### config.mk
export PLATFORM = sky130hd
export DESIGN_NAME = bcm_commutation_core
export DESIGN_NICKNAME = d
export VERILOG_FILES = /design/src/hdl/bcm_pkg.sv /design/src/hdl/bcm_commutation_core.sv
export SDC_FILE = /design/constraint.sdc
export NUM_CORES = 1
export LEC_CHECK = 0
export ABC_AREA = 1
export BUFFER_PORTS_ARGS = -buffer_cell sky130_fd_sc_hd__buf_2
export CAP_MARGIN = 20
export CORE_MARGIN = 2
export CORE_UTILIZATION = 40
export CTS_CLUSTER_SIZE = 28
export DETAILED_ROUTE_END_ITERATION = 6
export PLACE_DENSITY_LB_ADDON = 0.2
export SKIP_CTS_REPAIR_TIMING = 1
export SYNTH_ARGS = -nofsm -noshare
export SYNTH_HDL_FRONTEND = slang
export SYNTH_SLANG_ARGS = --single-unit
### constraint.sdc
create_clock -name mclk -period 1.8 [get_ports mclk]
set_clock_uncertainty 0.15 [all_clocks]
set_input_delay 0.09 -clock mclk [delete_from_list [all_inputs] [get_ports mclk]]
set_output_delay 0.09 -clock mclk [all_outputs]
set_load 0.01 [all_outputs]
### src/hdl/bcm_pkg.sv
/*
 * Shared constants for the six-step commutation and PWM core: output
 * reset levels, sensor code tables for both phasings and the drive tables.
 * Assumes sensor codes are packed {sensor_1, sensor_2, sensor_3}, and that
 * phase vectors put phase 1 in bit 0.
 */
package bcm_pkg;

	localparam int BCM_STEPS = 6;

	// Analog trip level of the current-sense comparator, in millivolts
	localparam int BCM_ISENSE_MV = 100;

	// Reset values of the registers, plus the all-lows-on brake level
	localparam logic [2:0] BCM_HS_OFF_B = 3'h7;
	localparam logic [2:0] BCM_LS_OFF = 3'h0;
	localparam logic [2:0] BCM_LS_ALL_ON = 3'h7;
	localparam logic BCM_FAULT_RST_B = 1'h0;
	localparam logic BCM_LATCH_RST = 1'h0;

	// Codes that cannot occur with a healthy sensor set
	localparam logic [2:0] BCM_BAD60_A = 3'h5;
	localparam logic [2:0] BCM_BAD60_B = 3'h2;
	localparam logic [2:0] BCM_BAD120_A = 3'h7;
	localparam logic [2:0] BCM_BAD120_B = 3'h0;

	typedef logic [BCM_STEPS-1:0][2:0] bcm_table_type;

	// Sensor code of each step, index 0 is the first step
	localparam bcm_table_type BCM_CODE_60 = {3'h0, 3'h1, 3'h3, 3'h7, 3'h6, 3'h4};
	localparam bcm_table_type BCM_CODE_120 = {3'h5, 3'h1, 3'h3, 3'h2, 3'h6, 3'h4};

	// Forward drive: one-hot phase that conducts high and low in each step
	localparam bcm_table_type BCM_FWD_TOP = {3'h1, 3'h4, 3'h4, 3'h2, 3'h2, 3'h1};
	localparam bcm_table_type BCM_FWD_BOT = {3'h2, 3'h2, 3'h1, 3'h1, 3'h4, 3'h4};

endpackage

### src/hdl/bcm_commutation_core.sv
/*
 * Digital core of a three-phase brushless motor controller: rotor sensor
 * decode, six-step drive tables, brake and enable overrides, fault flag and
 * a dual-latch PWM with cycle-by-cycle current limiting.
 * Assumes every input is already synchronous to mclk; the oscillator ramp,
 * speed comparator and current comparator are analog and arrive as levels.
 */
// Notes on behaviour
// - Fault flag and high-side drives are active low.
// - Phasing select high decodes 60 degree sensors, low decodes 120 degree.
// - Invalid code, no brake: all drives off, fault asserted.
// - Invalid code, brake: highs off, all lows on, fault asserted.
// - Valid code, brake, enabled: highs off, lows on, fault inactive.
// - Valid code, brake, disabled: highs off, lows on, fault asserted.
// - Valid code, no brake, disabled: all drives off, fault asserted.
// - Valid, enabled, no brake, overcurrent: all drives off, fault asserted.
// - Overcurrent above the sense threshold asserts fault while it lasts.
// - Oscillator discharge sets both PWM latches at each cycle start.
// - Speed comparator resets upper latch, ending low-side conduction.
// - PWM gates only the low-side drives, never the high side.
// - Overcurrent resets lower latch, conduction off for rest of ramp.
// - Current limit is per cycle; next discharge restarts conduction.
// - At most one conduction pulse per oscillator cycle.
// - Brake overrides every other input at the drives, not at the fault flag, and shorts the windings.
// - Low-side braking waits until all high-side drives are off.
// - Valid codes step a six-step table; direction selects the table.
`timescale 1ns/1ps
`default_nettype none

module bcm_commutation_core
	import bcm_pkg::*;
(
	input wire logic mclk, // 100 MHz logic clock
	input wire logic rst_b, // Asynchronous reset, active low
	input wire logic rotor_sensor_1, // Rotor position sensor, phase 1
	input wire logic rotor_sensor_2, // Rotor position sensor, phase 2
	input wire logic rotor_sensor_3, // Rotor position sensor, phase 3
	input wire logic sel_60deg, // High: 60 degree phasing, low: 120 degree
	input wire logic dir_forward, // High: forward table, low: reverse
	input wire logic out_enable, // High: run, low: coast
	input wire logic brake, // High: dynamic brake
	input wire logic over_current, // Sense voltage above threshold
	input wire logic osc_discharge, // Timing ramp discharging
	input wire logic pwm_trip, // Ramp above speed demand
	output logic high_side_drive_1_b, // High-side drive phase 1, low = on
	output logic high_side_drive_2_b, // High-side drive phase 2, low = on
	output logic high_side_drive_3_b, // High-side drive phase 3, low = on
	output logic low_side_drive_1, // Low-side drive phase 1, high = on
	output logic low_side_drive_2, // Low-side drive phase 2, high = on
	output logic low_side_drive_3, // Low-side drive phase 3, high = on
	output logic fault_b, // Fault flag, low = fault
	output logic pwm_window // Both PWM latches set
);
	import bcm_pkg::*;

	logic [2:0] hs_b_q;
	logic [2:0] hs_b_d;
	logic [2:0] ls_q;
	logic [2:0] ls_d;
	logic fault_b_q;
	logic fault_b_d;
	logic upper_q;
	logic upper_d;
	logic lower_q;
	logic lower_d;

	wire [2:0] sensor_code = {rotor_sensor_1, rotor_sensor_2, rotor_sensor_3};

	// Step lookup: returns {valid, step index}
	function automatic logic [3:0] bcm_decode(input logic [2:0] code, input logic use60);
		logic [3:0] res;
		logic [2:0] ref_code;
		res = 4'h0;
		for (int i = 0; i < BCM_STEPS; i++)
		begin
			ref_code = use60 ? BCM_CODE_60[i] : BCM_CODE_120[i];
			if (ref_code == code)
			begin
				res = {1'b1, i[2:0]};
			end
		end
		return res;
	endfunction

	wire [3:0] decoded = bcm_decode(sensor_code, sel_60deg);
	wire code_valid = decoded[3];
	wire [2:0] step = decoded[2:0];

	// Reverse rotation swaps the high and low phase of every step
	wire [2:0] tbl_top = dir_forward ? BCM_FWD_TOP[step] : BCM_FWD_BOT[step];
	wire [2:0] tbl_bot = dir_forward ? BCM_FWD_BOT[step] : BCM_FWD_TOP[step];

	// Normal running: no override of any kind
	wire run = !brake && code_valid && out_enable && !over_current;
	wire hs_all_off = (hs_b_q == BCM_HS_OFF_B);

	// Reset dominates set, so a trip during discharge still blocks the cycle
	assign upper_d = pwm_trip ? 1'b0 : (osc_discharge ? 1'b1 : upper_q);
	assign lower_d = over_current ? 1'b0 : (osc_discharge ? 1'b1 : lower_q);
	wire pwm_on = upper_d && lower_d;

	// High side follows the table only; PWM never touches it
	assign hs_b_d = run ? ~tbl_top : BCM_HS_OFF_B;

	// Brake turns lows on only once the highs are seen off
	assign ls_d = brake ? (hs_all_off ? BCM_LS_ALL_ON : BCM_LS_OFF) :
		(run && pwm_on) ? tbl_bot : BCM_LS_OFF;

	assign fault_b_d = code_valid && out_enable && !over_current;

	always_ff @(posedge mclk or negedge rst_b)
	begin
		if (!rst_b)
		begin
			hs_b_q <= BCM_HS_OFF_B;
			ls_q <= BCM_LS_OFF;
			fault_b_q <= BCM_FAULT_RST_B;
			upper_q <= BCM_LATCH_RST;
			lower_q <= BCM_LATCH_RST;
		end
		else
		begin
			hs_b_q <= hs_b_d;
			ls_q <= ls_d;
			fault_b_q <= fault_b_d;
			upper_q <= upper_d;
			lower_q <= lower_d;
		end
	end

	assign high_side_drive_1_b = hs_b_q[0];
	assign high_side_drive_2_b = hs_b_q[1];
	assign high_side_drive_3_b = hs_b_q[2];
	assign low_side_drive_1 = ls_q[0];
	assign low_side_drive_2 = ls_q[1];
	assign low_side_drive_3 = ls_q[2];
	assign fault_b = fault_b_q;
	assign pwm_window = upper_q && lower_q;

	chk_brake_no_overlap: assert property (@(posedge mclk) disable iff (!rst_b)
		(ls_q == BCM_LS_ALL_ON) |-> $past(hs_b_q) == BCM_HS_OFF_B)
		else $error("low side braked before high side was off");

	chk_brake_shorts: assert property (@(posedge mclk) disable iff (!rst_b)
		brake [*2] |=> (ls_q == BCM_LS_ALL_ON && hs_b_q == BCM_HS_OFF_B))
		else $error("held brake did not short the windings");

	chk_invalid_off: assert property (@(posedge mclk) disable iff (!rst_b)
		(!brake && !code_valid) |=> (hs_b_q == BCM_HS_OFF_B && ls_q == BCM_LS_OFF && !fault_b))
		else $error("invalid code did not stop drives");

	chk_invalid_brake: assert property (@(posedge mclk) disable iff (!rst_b)
		(brake && !code_valid) |=> (hs_b_q == BCM_HS_OFF_B && !fault_b))
		else $error("invalid code under brake wrong");

	chk_brake_fault: assert property (@(posedge mclk) disable iff (!rst_b)
		(brake && code_valid && out_enable && !over_current) |=> fault_b)
		else $error("fault asserted during clean brake");

	chk_brake_disabled: assert property (@(posedge mclk) disable iff (!rst_b)
		(brake && code_valid && !out_enable) |=> (!fault_b && hs_b_q == BCM_HS_OFF_B))
		else $error("disabled brake fault missing");

	chk_disable_coast: assert property (@(posedge mclk) disable iff (!rst_b)
		(!brake && code_valid && !out_enable) |=>
		(ls_q == BCM_LS_OFF && hs_b_q == BCM_HS_OFF_B && !fault_b))
		else $error("disable did not coast");

	chk_oc_stop: assert property (@(posedge mclk) disable iff (!rst_b)
		over_current |=> (!fault_b && !lower_q && (brake || $past(brake) || ls_q == BCM_LS_OFF)))
		else $error("overcurrent did not stop drive");

	chk_hs_no_pwm: assert property (@(posedge mclk) disable iff (!rst_b)
		run |=> hs_b_q == ~$past(tbl_top))
		else $error("high side not following table");

	chk_cycle_set: assert property (@(posedge mclk) disable iff (!rst_b)
		(osc_discharge && !pwm_trip && !over_current) |=> (upper_q && lower_q))
		else $error("discharge did not set latches");

	chk_one_pulse: assert property (@(posedge mclk) disable iff (!rst_b)
		(!upper_q && !osc_discharge) |=> !upper_q)
		else $error("second pulse in one cycle");

	chk_limit_hold: assert property (@(posedge mclk) disable iff (!rst_b)
		(!lower_q && !osc_discharge) |=> !lower_q)
		else $error("current limit released early");

	chk_phasing: assert property (@(posedge mclk) disable iff (!rst_b)
		(sel_60deg ? (sensor_code == BCM_BAD60_A || sensor_code == BCM_BAD60_B) :
		(sensor_code == BCM_BAD120_A || sensor_code == BCM_BAD120_B)) |-> !code_valid)
		else $error("invalid code decoded as valid");

	// Drive tables, output polarity and sensor decode
	chk_hs_onehot: assert property (@(posedge mclk) disable iff (!rst_b)
		(hs_b_q != BCM_HS_OFF_B) |-> $onehot(~hs_b_q))
		else $error("more than one high side on");

	chk_ls_onehot: assert property (@(posedge mclk) disable iff (!rst_b)
		(ls_q != BCM_LS_OFF && ls_q != BCM_LS_ALL_ON) |-> $onehot(ls_q))
		else $error("more than one low side on while running");

	chk_phase_no_short: assert property (@(posedge mclk) disable iff (!rst_b)
		(~hs_b_q & ls_q) == 3'h0)
		else $error("high and low side of one phase both on");

	chk_fwd_top: assert property (@(posedge mclk) disable iff (!rst_b)
		(run && dir_forward) |=> hs_b_q == ~BCM_FWD_TOP[$past(step)])
		else $error("forward high side not from table");

	chk_rev_top: assert property (@(posedge mclk) disable iff (!rst_b)
		(run && !dir_forward) |=> hs_b_q == ~BCM_FWD_BOT[$past(step)])
		else $error("reverse high side not from table");

	chk_fwd_bot: assert property (@(posedge mclk) disable iff (!rst_b)
		(run && pwm_on && dir_forward) |=> ls_q == BCM_FWD_BOT[$past(step)])
		else $error("forward low side not from table");

	chk_rev_bot: assert property (@(posedge mclk) disable iff (!rst_b)
		(run && pwm_on && !dir_forward) |=> ls_q == BCM_FWD_TOP[$past(step)])
		else $error("reverse low side not from table");

	chk_decode_round: assert property (@(posedge mclk) disable iff (!rst_b)
		code_valid |-> sensor_code == (sel_60deg ? BCM_CODE_60[step] : BCM_CODE_120[step]))
		else $error("step does not match sensor code");

	chk_valid_codes: assert property (@(posedge mclk) disable iff (!rst_b)
		(sel_60deg ? (sensor_code != BCM_BAD60_A && sensor_code != BCM_BAD60_B) :
		(sensor_code != BCM_BAD120_A && sensor_code != BCM_BAD120_B)) |-> code_valid)
		else $error("valid code not decoded");

	chk_step_range: assert property (@(posedge mclk) disable iff (!rst_b)
		code_valid |-> int'(step) < BCM_STEPS)
		else $error("step index out of range");

	// PWM latches
	chk_trip_blocks: assert property (@(posedge mclk) disable iff (!rst_b)
		pwm_trip |=> (!upper_q && !pwm_window))
		else $error("speed trip did not clear upper latch");

	chk_trip_dominates: assert property (@(posedge mclk) disable iff (!rst_b)
		(pwm_trip && osc_discharge) |=> !pwm_window)
		else $error("discharge won over speed trip");

	chk_oc_window: assert property (@(posedge mclk) disable iff (!rst_b)
		over_current |=> !pwm_window)
		else $error("overcurrent left PWM window open");

	chk_discharge_lower: assert property (@(posedge mclk) disable iff (!rst_b)
		(!lower_q && osc_discharge && !over_current) |=> lower_q)
		else $error("next cycle did not rearm current limit");

	chk_window_hold: assert property (@(posedge mclk) disable iff (!rst_b)
		(!pwm_window && !osc_discharge) |=> !pwm_window)
		else $error("PWM window reopened without discharge");

	chk_window_on_drive: assert property (@(posedge mclk) disable iff (!rst_b)
		(!$past(brake) && ls_q != BCM_LS_OFF) |-> pwm_window)
		else $error("low side on outside PWM window");

	chk_ls_gated: assert property (@(posedge mclk) disable iff (!rst_b)
		(!brake && !pwm_on) |=> ls_q == BCM_LS_OFF)
		else $error("low side on with PWM off");

	chk_ls_follow_table: assert property (@(posedge mclk) disable iff (!rst_b)
		(run && pwm_on) |=> ls_q == $past(tbl_bot))
		else $error("low side not from table in window");

	chk_hs_ignores_pwm: assert property (@(posedge mclk) disable iff (!rst_b)
		(run && !pwm_on) |=> hs_b_q != BCM_HS_OFF_B)
		else $error("high side gated by PWM");

	// Overrides and fault flag
	chk_fault_release: assert property (@(posedge mclk) disable iff (!rst_b)
		(code_valid && out_enable && !over_current) |=> fault_b)
		else $error("fault flag held without cause");

	chk_invalid_fault: assert property (@(posedge mclk) disable iff (!rst_b)
		!code_valid |=> !fault_b)
		else $error("invalid code without fault");

	chk_oc_drives_off: assert property (@(posedge mclk) disable iff (!rst_b)
		(over_current && !brake) |=> (hs_b_q == BCM_HS_OFF_B && ls_q == BCM_LS_OFF))
		else $error("overcurrent left a drive on");

	chk_idle_lows_off: assert property (@(posedge mclk) disable iff (!rst_b)
		(!brake && !run) |=> ls_q == BCM_LS_OFF)
		else $error("low side on while not running");

	chk_brake_highs_off: assert property (@(posedge mclk) disable iff (!rst_b)
		brake |=> hs_b_q == BCM_HS_OFF_B)
		else $error("brake left a high side on");

	chk_brake_run_lows: assert property (@(posedge mclk) disable iff (!rst_b)
		(brake && code_valid && out_enable && !over_current) [*2] |=>
		(ls_q == BCM_LS_ALL_ON && fault_b))
		else $error("clean brake did not short windings");

	chk_brake_off_lows: assert property (@(posedge mclk) disable iff (!rst_b)
		(brake && code_valid && !out_enable) [*2] |=> (ls_q == BCM_LS_ALL_ON && !fault_b))
		else $error("disabled brake did not short windings");

	chk_invalid_brake_lows: assert property (@(posedge mclk) disable iff (!rst_b)
		(brake && !code_valid) [*2] |=> ls_q == BCM_LS_ALL_ON)
		else $error("invalid code brake did not short windings");

endmodule

`default_nettype wire

==> results.json <==
{
  "outcome": "finished, final reports clean",
  "hold_path_startpoint": "out_enable",
  "reg2reg_depth": 3,
  "clock.fmax_mhz": 626,
  "cp_common_cell": "dlygate4sd3_1",
  "start_kind": "input pin",
  "die_area_um2": 1750,
  "core_um2": 1320,
  "path_cells": "dlygate4sd3_1 > buf_2 > o21bai_1 > dlygate4sd3_1 > inv_1",
  "synthesis.area_um2": 574,
  "dpl_cell_area_um2": 681,
  "r2r_end": "upper_q",
  "grt_overflow": 0,
  "rr_startpoint": "upper_q",
  "cp_top_family": "buffers and inverters",
  "firstDrtPassIters": 4,
  "startpoint": "osc_discharge",
  "design_area_um2": 767,
  "yosysSeqAreaShare_pct": 39.9,
  "wl_per_cell_um": 9.75,
  "r2r_slack_ps": 320,
  "place_congestion": 0.779,
  "grt_pass1_wl_um": 1790,
  "fin_crit_sh_pct": 88.8,
  "drive_gt1_share_pct": 36.9,
  "vias_per_cell": 4.69,
  "grt_start_max_net_pins": 10,
  "ctsHtreeMaxLevel": 1,
  "synth_fp_nets": 89,
  "worstPathArrival_ps": 1600,
  "timing.max_cap.violations": 0,
  "nFillCells": 125,
  "p_leak_uw": 0.000453,
  "avgSynthCellArea_um2": 7.66,
  "grt_pass1_vias": 444,
  "drc": 0,
  "synth-seq-cells": 9,
  "setup_viol": 0,
  "die_w_um": 41.9,
  "clk_path_buf_depth": 2,
  "crit_path_max_fanout": 2,
  "synth_top_area_share_pct": 26.1,
  "regArea_um2": 229,
  "io-pin-count": 20,
  "grtUsageTotal_pct": 14.1,
  "cts.clk_slew.worst_paths_ps": 60,
  "hold-path-cell-count": 5,
  "end_kind": "flop",
  "finalPower_uw": 495,
  "first_iter_violations": 10,
  "cts-root-buf": "clkbuf_4",
  "syn_to_final_growth_pct": 33.6,
  "place_ws_ps": 111,
  "cts_sinks": 9,
  "critPathRequiredTime_ps": 1800,
  "cts_buffers": 3,
  "multi_input_area_um2": 282,
  "crit_slowest_cell": "dlygate4sd3_1",
  "initial_core_util_pct": 43.6,
  "finalHoldViolations": 0,
  "min_period_ps": 1600,
  "critPathMaxStageDelay_ps": 580,
  "die_y_um": 41.9,
  "fin_hold_ws_ps": 29.4,
  "worstHoldPathType": "in2reg",
  "rows": 13,
  "worst_slack_ps": 202,
  "power.density_nw_per_um2": 645,
  "synth.distinct_cells": 20,
  "ys_top_cells_by_area": "dfrtp_1 26%, dfstp_2 14%, nand2_1 13%",
  "grt_setup_unrepaired": "no",
  "drv_slew": 0,
  "worstSetupPathType": "in2reg",
  "ir_drop_mv": 0.462,
  "cts_tree": "done",
  "vias": 554,
  "ant_nets": 0,
  "tns_ps": 0,
  "path_buf_inv": 4,
  "dp_hpwl_um": 828,
  "hold_path_end": "fault_b",
  "clock_latency_ps": 260,
  "wirelength_um": 1150,
  "synthCells": 75,
  "max_slew.worst_pin.slew_ps": 232,
  "yosysTopAreaCell": "dfrtp_1",
  "io_buffer_count": 19,
  "antenna_cells": 0,
  "yosys_warnings": 0,
  "max_slew_margin_pct": 84.3,
  "antenna_found_initial": 0,
  "layout.nets": 118
}
## cell families after synthesis
family,count (synthesis),share of synthesized area (%)
compound gates,9,9.15
flops,9,39.9
fa+ha+maj,2,4.36
buf+inv,16,11.1
simple gates,39,35.5
## per-stage QoR
step	util, %	cells
6_report	58.2	118
5_1_grt	58.2	118
4_1_cts	53.7	112
3_5_place_dp	51.7	108
3_3_place_gp	51.7	108
2_1_floorplan	-	75
## cells in the mapped netlist
cell / n
o211ai_1: 2
nand3_2: 3
nor2_2: 1
nand4_2: 1
and2_2: 1
inv_2: 2
nand2_2: 4
buf_4: 1
o21ai_1: 3
o21bai_1: 1
dfstp_2: 3
nand2_1: 20
nand3_1: 3
inv_1: 13
nor2_4: 1
nor2_1: 4
o21ai_0: 3
nand4_1: 1
dfrtp_1: 6
ha_1: 2
## flip-flops by register name, summed over array words and instances (netlist names)
name and cells:
lower_q 1, upper_q 1, ls_q 3, fault_b 1, hs_b_q 3
## cell type report
| type | instances | area share, % |
|---|---|---|
| Tap cell | 15 | 2.45 |
| Timing Repair Buffer | 25 | 20.2 |
| Multi-Input combinational cell | 50 | 36.7 |
| Sequential cell | 9 | 29.9 |
| Inverter | 15 | 7.34 |
| Clock buffer | 4 | 3.43 |
## routing by layer
layer	global-route usage [%]	part of all wire (%)	vias up
met4	7.74	3.8	0
li1	-	-	292
met1	18.0	46	237
met5	0	0	-
met2	18.1	41	18
met3	8.26	8.3	7
## power by group
group | total [µW] | switching [µW] | internal [µW]
logic | 121 | 70.0 | 50.5
clock network | 155 | 69.7 | 85.4
registers | 219 | 4.02 | 215
total | 495 | 144 | 351
## worst max-delay path by stage
stage,to,slack [ps],depth (start not counted)
floorplan,ls_q[1],380,10
global placement,ls_q[1],110,11
detailed placement,ls_q[1],110,11
CTS,ls_q[1],390,11
global route,upper_q,220,5
finish,upper_q,200,5
## worst min-delay path, cell delays in order
cell	delay (ps)
buf_2	90
inv_1	40
nor2_1	50
nand2_2	90
inv_1	40
## placed cells by master, fill, tap and decap left out, types with 3 or more instances in the layout
| cell type | n |
|---|---|
| o21ai_1 | 3 |
| inv_1 | 13 |
| nand3_1 | 3 |
| clkbuf_4 | 3 |
| nand2_2 | 4 |
| nand3_2 | 3 |
| dlygate4sd3_1 | 6 |
| dfrtp_1 | 6 |
| nand2_1 | 20 |
| o21ai_0 | 3 |
| dfstp_2 | 3 |
| nor2_1 | 4 |
| buf_2 | 19 |
(Power assumes the default switching activity.)
